<file path="config.mk">
export PLATFORM = sky130hd
export DESIGN_NAME = cqdf_top
export DESIGN_NICKNAME = d
export VERILOG_FILES = /design/src/rtl/cqdf_pkg.sv /design/src/rtl/cqdf_fault_if.sv /design/src/rtl/cqdf_fault_ctl.sv /design/src/rtl/cqdf_top.sv
export SDC_FILE = /design/constraint.sdc
export NUM_CORES = 1
export LEC_CHECK = 0
export BUFFER_PORTS_ARGS = -buffer_cell sky130_fd_sc_hd__buf_4
export CAP_MARGIN = 20
export CORE_MARGIN = 3
export CORE_UTILIZATION = 60
export DETAILED_ROUTE_END_ITERATION = 6
export GPL_TIMING_DRIVEN = 0
export PLACE_DENSITY_LB_ADDON = 0.15
export SLEW_MARGIN = 15
export SYNTH_ARGS = -nofsm -noshare
export SYNTH_HDL_FRONTEND = slang
export SYNTH_HIERARCHICAL = 1
export SYNTH_SLANG_ARGS = --single-unit
</file>
<file path="constraint.sdc">
create_clock -name REF_CLK -period 4.7 [get_ports REF_CLK]
set_input_delay 0.47 -clock REF_CLK [delete_from_list [all_inputs] [get_ports REF_CLK]]
set_output_delay 0.47 -clock REF_CLK [all_outputs]
set_load 0.01 [all_outputs]
</file>
<file path="src/rtl/cqdf_pkg.sv">
package cqdf_pkg;

    // ****************************************************************
    // geometry
    // ****************************************************************
    localparam int NCH   = 2;
    localparam int ADR_W = 8;
    localparam int DAT_W = 32;
    localparam int CNT_W = 24;

    // ****************************************************************
    // register indices, byte address is four times the index
    // ****************************************************************
    localparam logic [5:0] IDX_CFG_A  = 6'h1a;
    localparam logic [5:0] IDX_CFG_B  = 6'h1b;
    localparam logic [5:0] IDX_DRV    = 6'h1c;
    localparam logic [5:0] IDX_CLKCFG = 6'h1d;
    localparam logic [5:0] IDX_FAULT  = 6'h20;

    // ****************************************************************
    // field positions
    // ****************************************************************
    localparam int BIT_AUX_LVL  = 7;
    localparam int BIT_LINE_LVL = 6;
    localparam int BIT_DRV_EN   = 5;
    localparam int BIT_DRV_DAT  = 4;
    localparam int BIT_FILT_ON  = 3;
    localparam int BIT_THR_SEL  = 2;
    localparam int BIT_SRC_ON   = 1;
    localparam int BIT_SNK_ON   = 0;
    localparam int CFG_RW_W     = 6;
    localparam int LIM_SEL_LSB  = 6;
    localparam int BIT_LIM_OFF  = 5;
    localparam int BLANK_LSB    = 3;
    localparam int RETRY_LSB    = 1;
    localparam int BIT_RETRY_EN = 0;
    localparam int BIT_PIN_DIS  = 6;

    // ****************************************************************
    // reset values
    // ****************************************************************
    localparam logic [CFG_RW_W-1:0] RST_CFG = 6'h00;
    localparam logic [7:0]          RST_DRV = 8'h00;
    localparam logic                RST_PCD = 1'b0;

    // ****************************************************************
    // times and derived cycle counts
    // ****************************************************************
    localparam int CLK_PERIOD_NS      = 50;
    localparam int T_FILT_NS          = 1300;
    localparam int T_BLANK_128US_NS   = 128000;
    localparam int T_BLANK_500US_NS   = 500000;
    localparam int T_BLANK_1MS_NS     = 1000000;
    localparam int T_BLANK_5MS_NS     = 5000000;
    localparam int T_RETRY_50MS_NS    = 50000000;
    localparam int T_RETRY_100MS_NS   = 100000000;
    localparam int T_RETRY_200MS_NS   = 200000000;
    localparam int T_RETRY_500MS_NS   = 500000000;

    // least times round up to whole cycles
    function automatic int cyc_up(input int ns);
        return (ns + CLK_PERIOD_NS - 1) / CLK_PERIOD_NS;
    endfunction

    localparam int FILT_W          = 5;
    localparam int FILT_CYC        = cyc_up(T_FILT_NS);
    localparam int BLANK_128US_CYC = cyc_up(T_BLANK_128US_NS);

    // fault controller states, gray along run, off, check
    typedef enum logic [1:0] {
        CQDF_RUN   = 2'b00,
        CQDF_OFF   = 2'b01,
        CQDF_CHECK = 2'b11
    } cqdf_fstate_t;

endpackage

</file>
<file path="src/rtl/cqdf_fault_if.sv">
`timescale 1ns/1ps
interface cqdf_fault_if;
    import cqdf_pkg::*;

    logic [CNT_W-1:0] blank_cyc;
    logic [CNT_W-1:0] retry_cyc;
    logic             retry_en;
    logic             overcurrent;
    logic             drive_req;
    logic             drive_ok;
    logic             fault;

    modport ctl  (input blank_cyc, retry_cyc, retry_en, overcurrent, drive_req, output drive_ok, fault);
    modport host (output blank_cyc, retry_cyc, retry_en, overcurrent, drive_req, input drive_ok, fault);

endinterface // cqdf_fault_if

</file>
<file path="src/rtl/cqdf_fault_ctl.sv">
`timescale 1ns/1ps
module cqdf_fault_ctl
    import cqdf_pkg::*;
(
    input  wire logic   clk,
    input  wire logic   rst_n,
    cqdf_fault_if.ctl   fb
);

    cqdf_fstate_t     state_r;
    cqdf_fstate_t     state_nxt;
    logic [CNT_W-1:0] cnt_r;
    logic [CNT_W-1:0] cnt_nxt;
    logic             fault_r;
    logic             fault_nxt;
    logic             ok_r;
    logic             ok_nxt;

    // ****************************************************************
    // blanking, off-time and recheck sequencing
    // ****************************************************************
    always_comb
    begin
        state_nxt = state_r;
        cnt_nxt   = cnt_r;
        fault_nxt = fault_r;
        ok_nxt    = ok_r;
        case (state_r)
            CQDF_RUN:
            begin
                ok_nxt = 1'b1;
                // only an unbroken overcurrent of the full blanking time counts
                if (fb.drive_req && fb.overcurrent)
                begin
                    if (cnt_r == fb.blank_cyc - 24'h1)
                    begin
                        state_nxt = CQDF_OFF;
                        cnt_nxt   = '0;
                        fault_nxt = 1'b1;
                        ok_nxt    = 1'b0;
                    end
                    else
                    begin
                        cnt_nxt = cnt_r + 24'h1;
                    end
                end
                else
                begin
                    cnt_nxt = '0;
                end
            end
            CQDF_OFF:
            begin
                ok_nxt = 1'b0;
                // without retry the driver stays latched off
                if (fb.retry_en)
                begin
                    if (cnt_r == fb.retry_cyc - 24'h1)
                    begin
                        state_nxt = CQDF_CHECK;
                        cnt_nxt   = '0;
                        ok_nxt    = 1'b1;
                    end
                    else
                    begin
                        cnt_nxt = cnt_r + 24'h1;
                    end
                end
                else
                begin
                    cnt_nxt = '0;
                end
            end
            CQDF_CHECK:
            begin
                ok_nxt = 1'b1;
                // wait out blanking, then look once
                if (cnt_r == fb.blank_cyc - 24'h1)
                begin
                    cnt_nxt = '0;
                    if (fb.overcurrent)
                    begin
                        state_nxt = CQDF_OFF;
                        ok_nxt    = 1'b0;
                    end
                    else
                    begin
                        state_nxt = CQDF_RUN;
                        fault_nxt = 1'b0;
                    end
                end
                else
                begin
                    cnt_nxt = cnt_r + 24'h1;
                end
            end
            default:
            begin
                state_nxt = CQDF_RUN;
                cnt_nxt   = '0;
                fault_nxt = 1'b0;
                ok_nxt    = 1'b1;
            end
        endcase
    end

    always_ff @(posedge clk or negedge rst_n)
    begin
        if (!rst_n)
        begin
            state_r <= CQDF_RUN;
            cnt_r   <= '0;
            fault_r <= 1'b0;
            ok_r    <= 1'b1;
        end
        else
        begin
            state_r <= state_nxt;
            cnt_r   <= cnt_nxt;
            fault_r <= fault_nxt;
            ok_r    <= ok_nxt;
        end
    end

    assign fb.drive_ok = ok_r;
    assign fb.fault    = fault_r;

endmodule // cqdf_fault_ctl

</file>
<file path="src/rtl/cqdf_top.sv">
`timescale 1ns/1ps
module cqdf_top
    import cqdf_pkg::*;
#(
    parameter int BLANK_500US_CYC = cyc_up(T_BLANK_500US_NS),
    parameter int BLANK_1MS_CYC   = cyc_up(T_BLANK_1MS_NS),
    parameter int BLANK_5MS_CYC   = cyc_up(T_BLANK_5MS_NS),
    parameter int RETRY_50MS_CYC  = cyc_up(T_RETRY_50MS_NS),
    parameter int RETRY_100MS_CYC = cyc_up(T_RETRY_100MS_NS),
    parameter int RETRY_200MS_CYC = cyc_up(T_RETRY_200MS_NS),
    parameter int RETRY_500MS_CYC = cyc_up(T_RETRY_500MS_NS)
)
(
    input  wire logic             REF_CLK,
    input  wire logic             RESETN,
    input  wire logic             WB_CYC_I,
    input  wire logic             WB_STB_I,
    input  wire logic             WB_WE_I,
    input  wire logic [ADR_W-1:0] WB_ADR_I,
    input  wire logic [DAT_W-1:0] WB_DAT_I,
    input  wire logic [3:0]       WB_SEL_I,
    output logic      [DAT_W-1:0] WB_DAT_O,
    output logic                  WB_ACK_O,
    input  wire logic [NCH-1:0]   DRIVE_ENABLE_PIN,
    input  wire logic [NCH-1:0]   DRIVE_DATA_PIN,
    input  wire logic [NCH-1:0]   AUX_INPUT,
    input  wire logic [NCH-1:0]   LINE_I,
    input  wire logic [NCH-1:0]   OVERCURRENT,
    output logic      [NCH-1:0]   LINE_O,
    output logic      [NCH-1:0]   LINE_OE,
    output logic      [NCH-1:0]   THRESHOLD_TYPE_SEL,
    output logic      [NCH-1:0]   INPUT_SOURCE_ON,
    output logic      [NCH-1:0]   INPUT_SINK_ON,
    output logic      [1:0]       DRIVER_LIMIT_SELECT,
    output logic                  DRIVER_LIMIT_OFF,
    output logic      [NCH-1:0]   DRIVER_FAULT
);

    // ****************************************************************
    // declarations
    // ****************************************************************
    localparam int SYNC_W = 5 * NCH;

    logic [SYNC_W-1:0]   sync1_r;
    logic [SYNC_W-1:0]   sync2_r;
    logic [NCH-1:0]      en_pin;
    logic [NCH-1:0]      dat_pin;
    logic [NCH-1:0]      aux_in;
    logic [NCH-1:0]      line_in;
    logic [NCH-1:0]      oc_in;

    logic [CFG_RW_W-1:0] cfg_r   [NCH];
    logic [CFG_RW_W-1:0] cfg_nxt [NCH];
    logic [7:0]          drv_r;
    logic [7:0]          drv_nxt;
    logic                pcd_r;
    logic                pcd_nxt;
    logic                ack_r;
    logic                ack_nxt;
    logic [DAT_W-1:0]    dat_r;
    logic [DAT_W-1:0]    dat_nxt;

    logic [NCH-1:0]      lvl_r;
    logic [NCH-1:0]      lvl_nxt;
    logic [FILT_W-1:0]   fcnt_r   [NCH];
    logic [FILT_W-1:0]   fcnt_nxt [NCH];

    logic [NCH-1:0]      oe_r;
    logic [NCH-1:0]      oe_nxt;
    logic [NCH-1:0]      do_r;
    logic [NCH-1:0]      do_nxt;
    logic [NCH-1:0]      flt_r;

    logic [NCH-1:0]      drive_ok;
    logic [NCH-1:0]      fault;
    logic [CNT_W-1:0]    blank_sel;
    logic [CNT_W-1:0]    retry_sel;
    logic                req;
    logic [5:0]          idx;

    // register bit or pin, depending on pin-control-disable
    function automatic logic pick(input logic dis, input logic reg_bit, input logic pin_bit);
        return dis ? reg_bit : pin_bit;
    endfunction

    // ****************************************************************
    // pin synchronisers
    // ****************************************************************
    // pins are asynchronous to REF_CLK; first stage feeds only the second
    always_ff @(posedge REF_CLK or negedge RESETN)
    begin
        if (!RESETN)
        begin
            sync1_r <= '0;
            sync2_r <= '0;
        end
        else
        begin
            sync1_r <= {OVERCURRENT, LINE_I, AUX_INPUT, DRIVE_DATA_PIN, DRIVE_ENABLE_PIN};
            sync2_r <= sync1_r;
        end
    end

    assign en_pin  = sync2_r[NCH-1:0];
    assign dat_pin = sync2_r[2*NCH-1:NCH];
    assign aux_in  = sync2_r[3*NCH-1:2*NCH];
    assign line_in = sync2_r[4*NCH-1:3*NCH];
    assign oc_in   = sync2_r[5*NCH-1:4*NCH];

    // ****************************************************************
    // wishbone slave and register file
    // ****************************************************************
    assign req = WB_CYC_I & WB_STB_I;
    assign idx = WB_ADR_I[ADR_W-1:2];

    // ack one cycle after the request; writes land on the ack edge
    always_comb
    begin
        cfg_nxt = cfg_r;
        drv_nxt = drv_r;
        pcd_nxt = pcd_r;
        dat_nxt = dat_r;
        ack_nxt = req & ~ack_r;
        if (req && !ack_r)
        begin
            case (idx)
                IDX_CFG_A:  dat_nxt = DAT_W'({lvl_r[0], line_in[0], cfg_r[0]});
                IDX_CFG_B:  dat_nxt = DAT_W'({lvl_r[1], line_in[1], cfg_r[1]});
                IDX_DRV:    dat_nxt = DAT_W'(drv_r);
                IDX_CLKCFG: dat_nxt = DAT_W'(pcd_r) << BIT_PIN_DIS;
                IDX_FAULT:  dat_nxt = DAT_W'(fault);
                default:    dat_nxt = '0;
            endcase
        end
        // level bits sit above the writable field, so writes skip them
        if (req && ack_r && WB_WE_I && WB_SEL_I[0])
        begin
            case (idx)
                IDX_CFG_A:  cfg_nxt[0] = WB_DAT_I[CFG_RW_W-1:0];
                IDX_CFG_B:  cfg_nxt[1] = WB_DAT_I[CFG_RW_W-1:0];
                IDX_DRV:    drv_nxt    = WB_DAT_I[7:0];
                IDX_CLKCFG: pcd_nxt    = WB_DAT_I[BIT_PIN_DIS];
                default:    drv_nxt    = drv_r;
            endcase
        end
    end

    always_ff @(posedge REF_CLK or negedge RESETN)
    begin
        if (!RESETN)
        begin
            cfg_r <= '{default: RST_CFG};
            drv_r <= RST_DRV;
            pcd_r <= RST_PCD;
            ack_r <= 1'b0;
            dat_r <= '0;
        end
        else
        begin
            cfg_r <= cfg_nxt;
            drv_r <= drv_nxt;
            pcd_r <= pcd_nxt;
            ack_r <= ack_nxt;
            dat_r <= dat_nxt;
        end
    end

    assign WB_ACK_O = ack_r;
    assign WB_DAT_O = dat_r;

    // ****************************************************************
    // auxiliary input glitch filter
    // ****************************************************************
    // a change is taken only after it holds for the full filter time
    always_comb
    begin
        lvl_nxt  = lvl_r;
        fcnt_nxt = fcnt_r;
        for (int i = 0; i < NCH; i++)
        begin
            if (!cfg_r[i][BIT_FILT_ON])
            begin
                lvl_nxt[i]  = aux_in[i];
                fcnt_nxt[i] = '0;
            end
            else if (aux_in[i] == lvl_r[i])
            begin
                fcnt_nxt[i] = '0;
            end
            else if (fcnt_r[i] == FILT_W'(FILT_CYC - 1))
            begin
                lvl_nxt[i]  = aux_in[i];
                fcnt_nxt[i] = '0;
            end
            else
            begin
                fcnt_nxt[i] = fcnt_r[i] + 5'h01;
            end
        end
    end

    always_ff @(posedge REF_CLK or negedge RESETN)
    begin
        if (!RESETN)
        begin
            lvl_r  <= '0;
            fcnt_r <= '{default: '0};
        end
        else
        begin
            lvl_r  <= lvl_nxt;
            fcnt_r <= fcnt_nxt;
        end
    end

    // ****************************************************************
    // shared timing decode
    // ****************************************************************
    always_comb
    begin
        case (drv_r[BLANK_LSB +: 2])
            2'b00:   blank_sel = CNT_W'(BLANK_128US_CYC);
            2'b01:   blank_sel = CNT_W'(BLANK_500US_CYC);
            2'b10:   blank_sel = CNT_W'(BLANK_1MS_CYC);
            default: blank_sel = CNT_W'(BLANK_5MS_CYC);
        endcase
        case (drv_r[RETRY_LSB +: 2])
            2'b00:   retry_sel = CNT_W'(RETRY_50MS_CYC);
            2'b01:   retry_sel = CNT_W'(RETRY_100MS_CYC);
            2'b10:   retry_sel = CNT_W'(RETRY_200MS_CYC);
            default: retry_sel = CNT_W'(RETRY_500MS_CYC);
        endcase
    end

    // ****************************************************************
    // per-channel fault controllers
    // ****************************************************************
    for (genvar g = 0; g < NCH; g++)
    begin : g_ch
        cqdf_fault_if fif ();

        assign fif.blank_cyc   = blank_sel;
        assign fif.retry_cyc   = retry_sel;
        assign fif.retry_en    = drv_r[BIT_RETRY_EN];
        assign fif.overcurrent = oc_in[g];
        assign fif.drive_req   = pick(pcd_r, cfg_r[g][BIT_DRV_EN], en_pin[g]);
        assign drive_ok[g]     = fif.drive_ok;
        assign fault[g]        = fif.fault;

        cqdf_fault_ctl u_ctl (
            .clk   (REF_CLK),
            .rst_n (RESETN),
            .fb    (fif.ctl)
        );
    end

    // ****************************************************************
    // line driver outputs
    // ****************************************************************
    // a faulted driver is held off whatever the enable source says, except in the blanking window of a retry check
    always_comb
    begin
        for (int i = 0; i < NCH; i++)
        begin
            oe_nxt[i] = pick(pcd_r, cfg_r[i][BIT_DRV_EN], en_pin[i]) & drive_ok[i];
            do_nxt[i] = pick(pcd_r, cfg_r[i][BIT_DRV_DAT], dat_pin[i]);
        end
    end

    always_ff @(posedge REF_CLK or negedge RESETN)
    begin
        if (!RESETN)
        begin
            oe_r  <= '0;
            do_r  <= '0;
            flt_r <= '0;
        end
        else
        begin
            oe_r  <= oe_nxt;
            do_r  <= do_nxt;
            flt_r <= fault;
        end
    end

    assign LINE_OE      = oe_r;
    assign LINE_O       = do_r;
    assign DRIVER_FAULT = flt_r;

    // ****************************************************************
    // analogue control straps
    // ****************************************************************
    // straight from the register flops, no extra stage
    for (genvar c = 0; c < NCH; c++)
    begin : g_ana
        assign THRESHOLD_TYPE_SEL[c] = cfg_r[c][BIT_THR_SEL];
        assign INPUT_SOURCE_ON[c]    = cfg_r[c][BIT_SRC_ON];
        assign INPUT_SINK_ON[c]      = cfg_r[c][BIT_SNK_ON];
    end

    assign DRIVER_LIMIT_SELECT = drv_r[LIM_SEL_LSB +: 2];
    assign DRIVER_LIMIT_OFF    = drv_r[BIT_LIM_OFF];

endmodule // cqdf_top

</file>
==> flow_summary_export.csv <==
group,metric,value,unit
setup_path,slowest_delay,0.66,ns
logic_synthesis,avgSynthCellArea,8.762,µm²
placement,portBuffers,52,
layout,synthToLayoutAreaGrowth,20.85,%
placement,hpwl,18060,µm
clock_network,path_clk_slew,0.06,ns
setup_path,crit_chain,"ha_1 > or2_2 > nor4_1 > nand3_1 > or4_1 > a21oi_1 > nand4_1 > o41ai_2 > o211a_4 > buf_6 > nor2_1",
setup_path,cp_data_required_time,5.01,ns
setup_path,cp-start-kind,"flip-flop",
run_status,status,"finished, final reports clean",
die,io_pins,107,
power_and_ir_drop,p_clk_frac,0.482,
detailed_routing,routedWlPerCell,15.71,µm
clock_network,clockBufferDepth,2,
power_and_ir_drop,switching_power,0.0006723,W
clock_network,clk_latency,0.42,ns
power_and_ir_drop,seqPwrFrac,0.415,
logic_synthesis,synth_seq_cells,124,
clock_network,htree_levels,4,
logic_synthesis,async_reset_ff_frac,1.000,
layout,final_cell_area,11730,µm²
placement,place_area,11140,µm²
sta,finalWorstSetupSlack,0.2462,ns
global_route,globalRouteOverflowTotal,0,
die,initial_utilization,0.6247,
sta,tightestPinTransition,1.068,ns
worst_hold_path,hold_class,"in -> reg",
power_and_ir_drop,max-vdd-ir-drop,0.0001959,V
detailed_routing,vias,8792,
setup_path,critPathCaptureType,"flip-flop",
global_route,grt_antenna_before_repair,0,
logic_synthesis,syn_area,9708,µm²
detailed_routing,drt-pass1-iter-count,6,
power_and_ir_drop,leakage,5.142,nW
sta,setup_tns,0,ns
power_and_ir_drop,switching_share,0.2534,
detailed_routing,drt-vias-per-instance,5.488,
sta,drv_slew,0,
layout,num-fill-cells,1169,
logic_synthesis,ys_warn_count,6,
detailed_routing,routed_wl,25170,µm
setup_path,crit_fanout,19,
setup_path,cp_data_arrival_time,4.76,ns
sta,min_period_over_period,0.9476,
sta,clock_skew,0.007632,ns
die,dieArea,17740,µm²
power_and_ir_drop,power_density,226.2,nW/µm²
die,die-width,133.2,µm
logic_synthesis,ys_seq_area_frac,0.3199,
sta,slew_headroom,0.2882,
sta,setup_viol,0,
logic_synthesis,syn_inst,1108,
run,maxCapViolCount,0,
sta,clock.fmax,224.5,MHz
placement,place_congestion,0.9403,
power_and_ir_drop,power.internal,0.001981,W
clock_network,cts_setup_buffers,0,
detailed_routing,drc,0,
die,fp.coreArea,15540,µm²
clock_network,cts_buffers,17,
layout,mostFrequentLayoutCell,"conb_1",
detailed_routing,first_iter_violations,754,
die,num_rows,45,
placement,place_ws,0.2822,ns
sta,hold_violations,0,
setup_path,path_class,"reg -> reg",
clock_network,cts_root_buffer,"clkbuf_16",
logic_synthesis,synth_ff_type,"dfrtp_1",
detailed_routing,ant_nets,0,
clock_network,cts_sinks,124,
layout,most-common-layout-cells,"conb_1 (199), nor2_1 (125), dfrtp_1 (122), buf_4 (84)",
logic_synthesis,synthDistinctLibCells,96,
sta,fin_crit,4.454,ns
power_and_ir_drop,comb_power_share,0.103,
global_route,grt_start_max_net_pins,86,
logic_synthesis,synth_edf_count,0,
global_route,grt_pass1_vias,8237,
layout,finalNetCount,1453,
layout,drive_gt1_frac,0.1395,
setup_path,crit_slowest_cell,"nor4_1",
global_route,grtUsageTotal,0.2805,
die,die_y,133.2,µm
global_route,grt_pass1_wl,40700,µm
layout,antenna_cells,0,
clock_network,cts_tree,"done",
==> sequential cells by signal, indices dropped and copies added (netlist names), 4 cells and up <==
signal              flops
drv_r                   8
sync2_r                10
cfg_r                   6
sync1_r                10
fcnt_r                 10
g_ch.u_ctl/cnt_r       48
g_ch.u_ctl/state_r      4
WB_DAT_O                8
==> layout make-up <==
class | count | area [µm²] | area share
Multi-Input combinational cell | 1066 | 6738 | 0.5743
Sequential cell | 124 | 3105 | 0.2647
Buffer | 82 | 496.7 | 0.04234
Timing Repair Buffer | 54 | 431.7 | 0.03679
Clock buffer | 18 | 429.2 | 0.03658
Tap cell | 211 | 264.0 | 0.02250
Clock inverter | 14 | 143.9 | 0.01226
Inverter | 33 | 123.9 | 0.01056
==> worst paths after layout <==
path | end | cells after the start | startpoint | slack, ns
setup reg to reg | g_ch[1].u_ctl/cnt_r[3]$_DFF_PN0_ | 11 | drv_r[2]$_DFFE_PN0P_ | 0.25
max in group asynchronous | g_ch[0].u_ctl/fb.drive_ok$_DFF_PN1_ | 3 | RESETN | 3.38
setup / recovery | g_ch[1].u_ctl/cnt_r[3]$_DFF_PN0_ | 11 | drv_r[2]$_DFFE_PN0P_ | 0.25
hold / removal | sync1_r[9]$_DFF_PN0_ | 1 | OVERCURRENT[1] | 0.15
min in group asynchronous | fcnt_r[1]$_DFF_PN0_ | 2 | RESETN | 0.57
hold reg to reg | sync2_r[1]$_DFF_PN0_ | 0 | sync1_r[1]$_DFF_PN0_ | 0.35
==> kinds of logic (layout without fill, tap and decap cells) <==
kind of cell / count (synthesis) / after routing / synth area share
xor gates and xnor gates: 152 / 152 / 0.1371
buffers and inverters: 115 / 201 / 0.06393
AOI/OAI and AO/OA: 141 / 141 / 0.1089
DFF: 124 / 124 / 0.3199
other: 2 / 199 / 0.0007736
adders and majority gates: 16 / 16 / 0.02062
muxes: 43 / 43 / 0.05091
and+or+nand+nor: 515 / 515 / 0.2978
==> routing by layer <==
| metal | track usage | vias to the layer above | part of all wire | wire length (µm) |
|---|---|---|---|---|
| met1 | 0.3752 | 4130 | 0.44 | 11180 |
| li1 | - | 4278 | - | - |
| met5 | 0 | - | 0 | 0 |
| met3 | 0.04381 | 49 | 0.061 | 1544 |
| met2 | 0.4698 | 335 | 0.47 | 11890 |
| met4 | 0.08971 | 0 | 0.022 | 548 |
==> worst max-delay path, delay by kind of cell (launching register included) <==
kind / cells / cell delay, ns
simple gates: 6 / 2.22
compound gates: 3 / 0.99
buf+inv: 1 / 0.17
flops: 1 / 0.50
fa+ha+maj: 1 / 0.46
==> power groups by stage <==
stage / Clock (W) / Sequential (W) / Combinational [W]
2_1_floorplan: 0 / 0.00112 / 0.000170
3_3_place_gp: 0 / 0.00112 / 0.000248
3_5_place_dp: 0 / 0.00112 / 0.000256
4_1_cts: 0.00128 / 0.00110 / 0.000259
5_1_grt: 0.00134 / 0.00110 / 0.000304
6_report: 0.00128 / 0.00110 / 0.000273
==> synthesized netlist by cell type, types with 21 or more instances <==
cell      number  area share
nand4_1       22       0.014
buf_4         33       0.026
nor3_1        40       0.021
nor2_1       126       0.049
nor4_1        36       0.023
o21ai_0       21       0.011
inv_1         32       0.012
xnor2_1       76       0.069
nand3_1       55       0.028
xor2_1        76       0.069
dfrtp_1      122        0.31
nand2_1       65       0.025
clkbuf_1      36       0.014
==> timing repair <==
item / CTS / global route
endpoints found under the hold margin: 39 / 0
endpoints found under the setup margin: 0 / 20
gates resized for setup: 0 / 2
hold buffers: 1 / 0
==> per-stage QoR <==
| stage | instances | util | power, W | hold WS (ns) |
|---|---|---|---|---|
| 5_1_grt | 1602 | 0.7550 | 0.002744 | 0.1421 |
| 3_5_place_dp | 1569 | 0.7169 | 0.001375 | 0.3378 |
| 3_3_place_gp | 1568 | 0.7144 | 0.001366 | 0.3320 |
| 4_1_cts | 1602 | 0.7544 | 0.002642 | 0.1452 |
| 6_report | 1602 | 0.7550 | 0.002653 | 0.1514 |
| 2_1_floorplan | 1305 | - | 0.001290 | 0.1744 |
(Power assumes the default switching activity.)
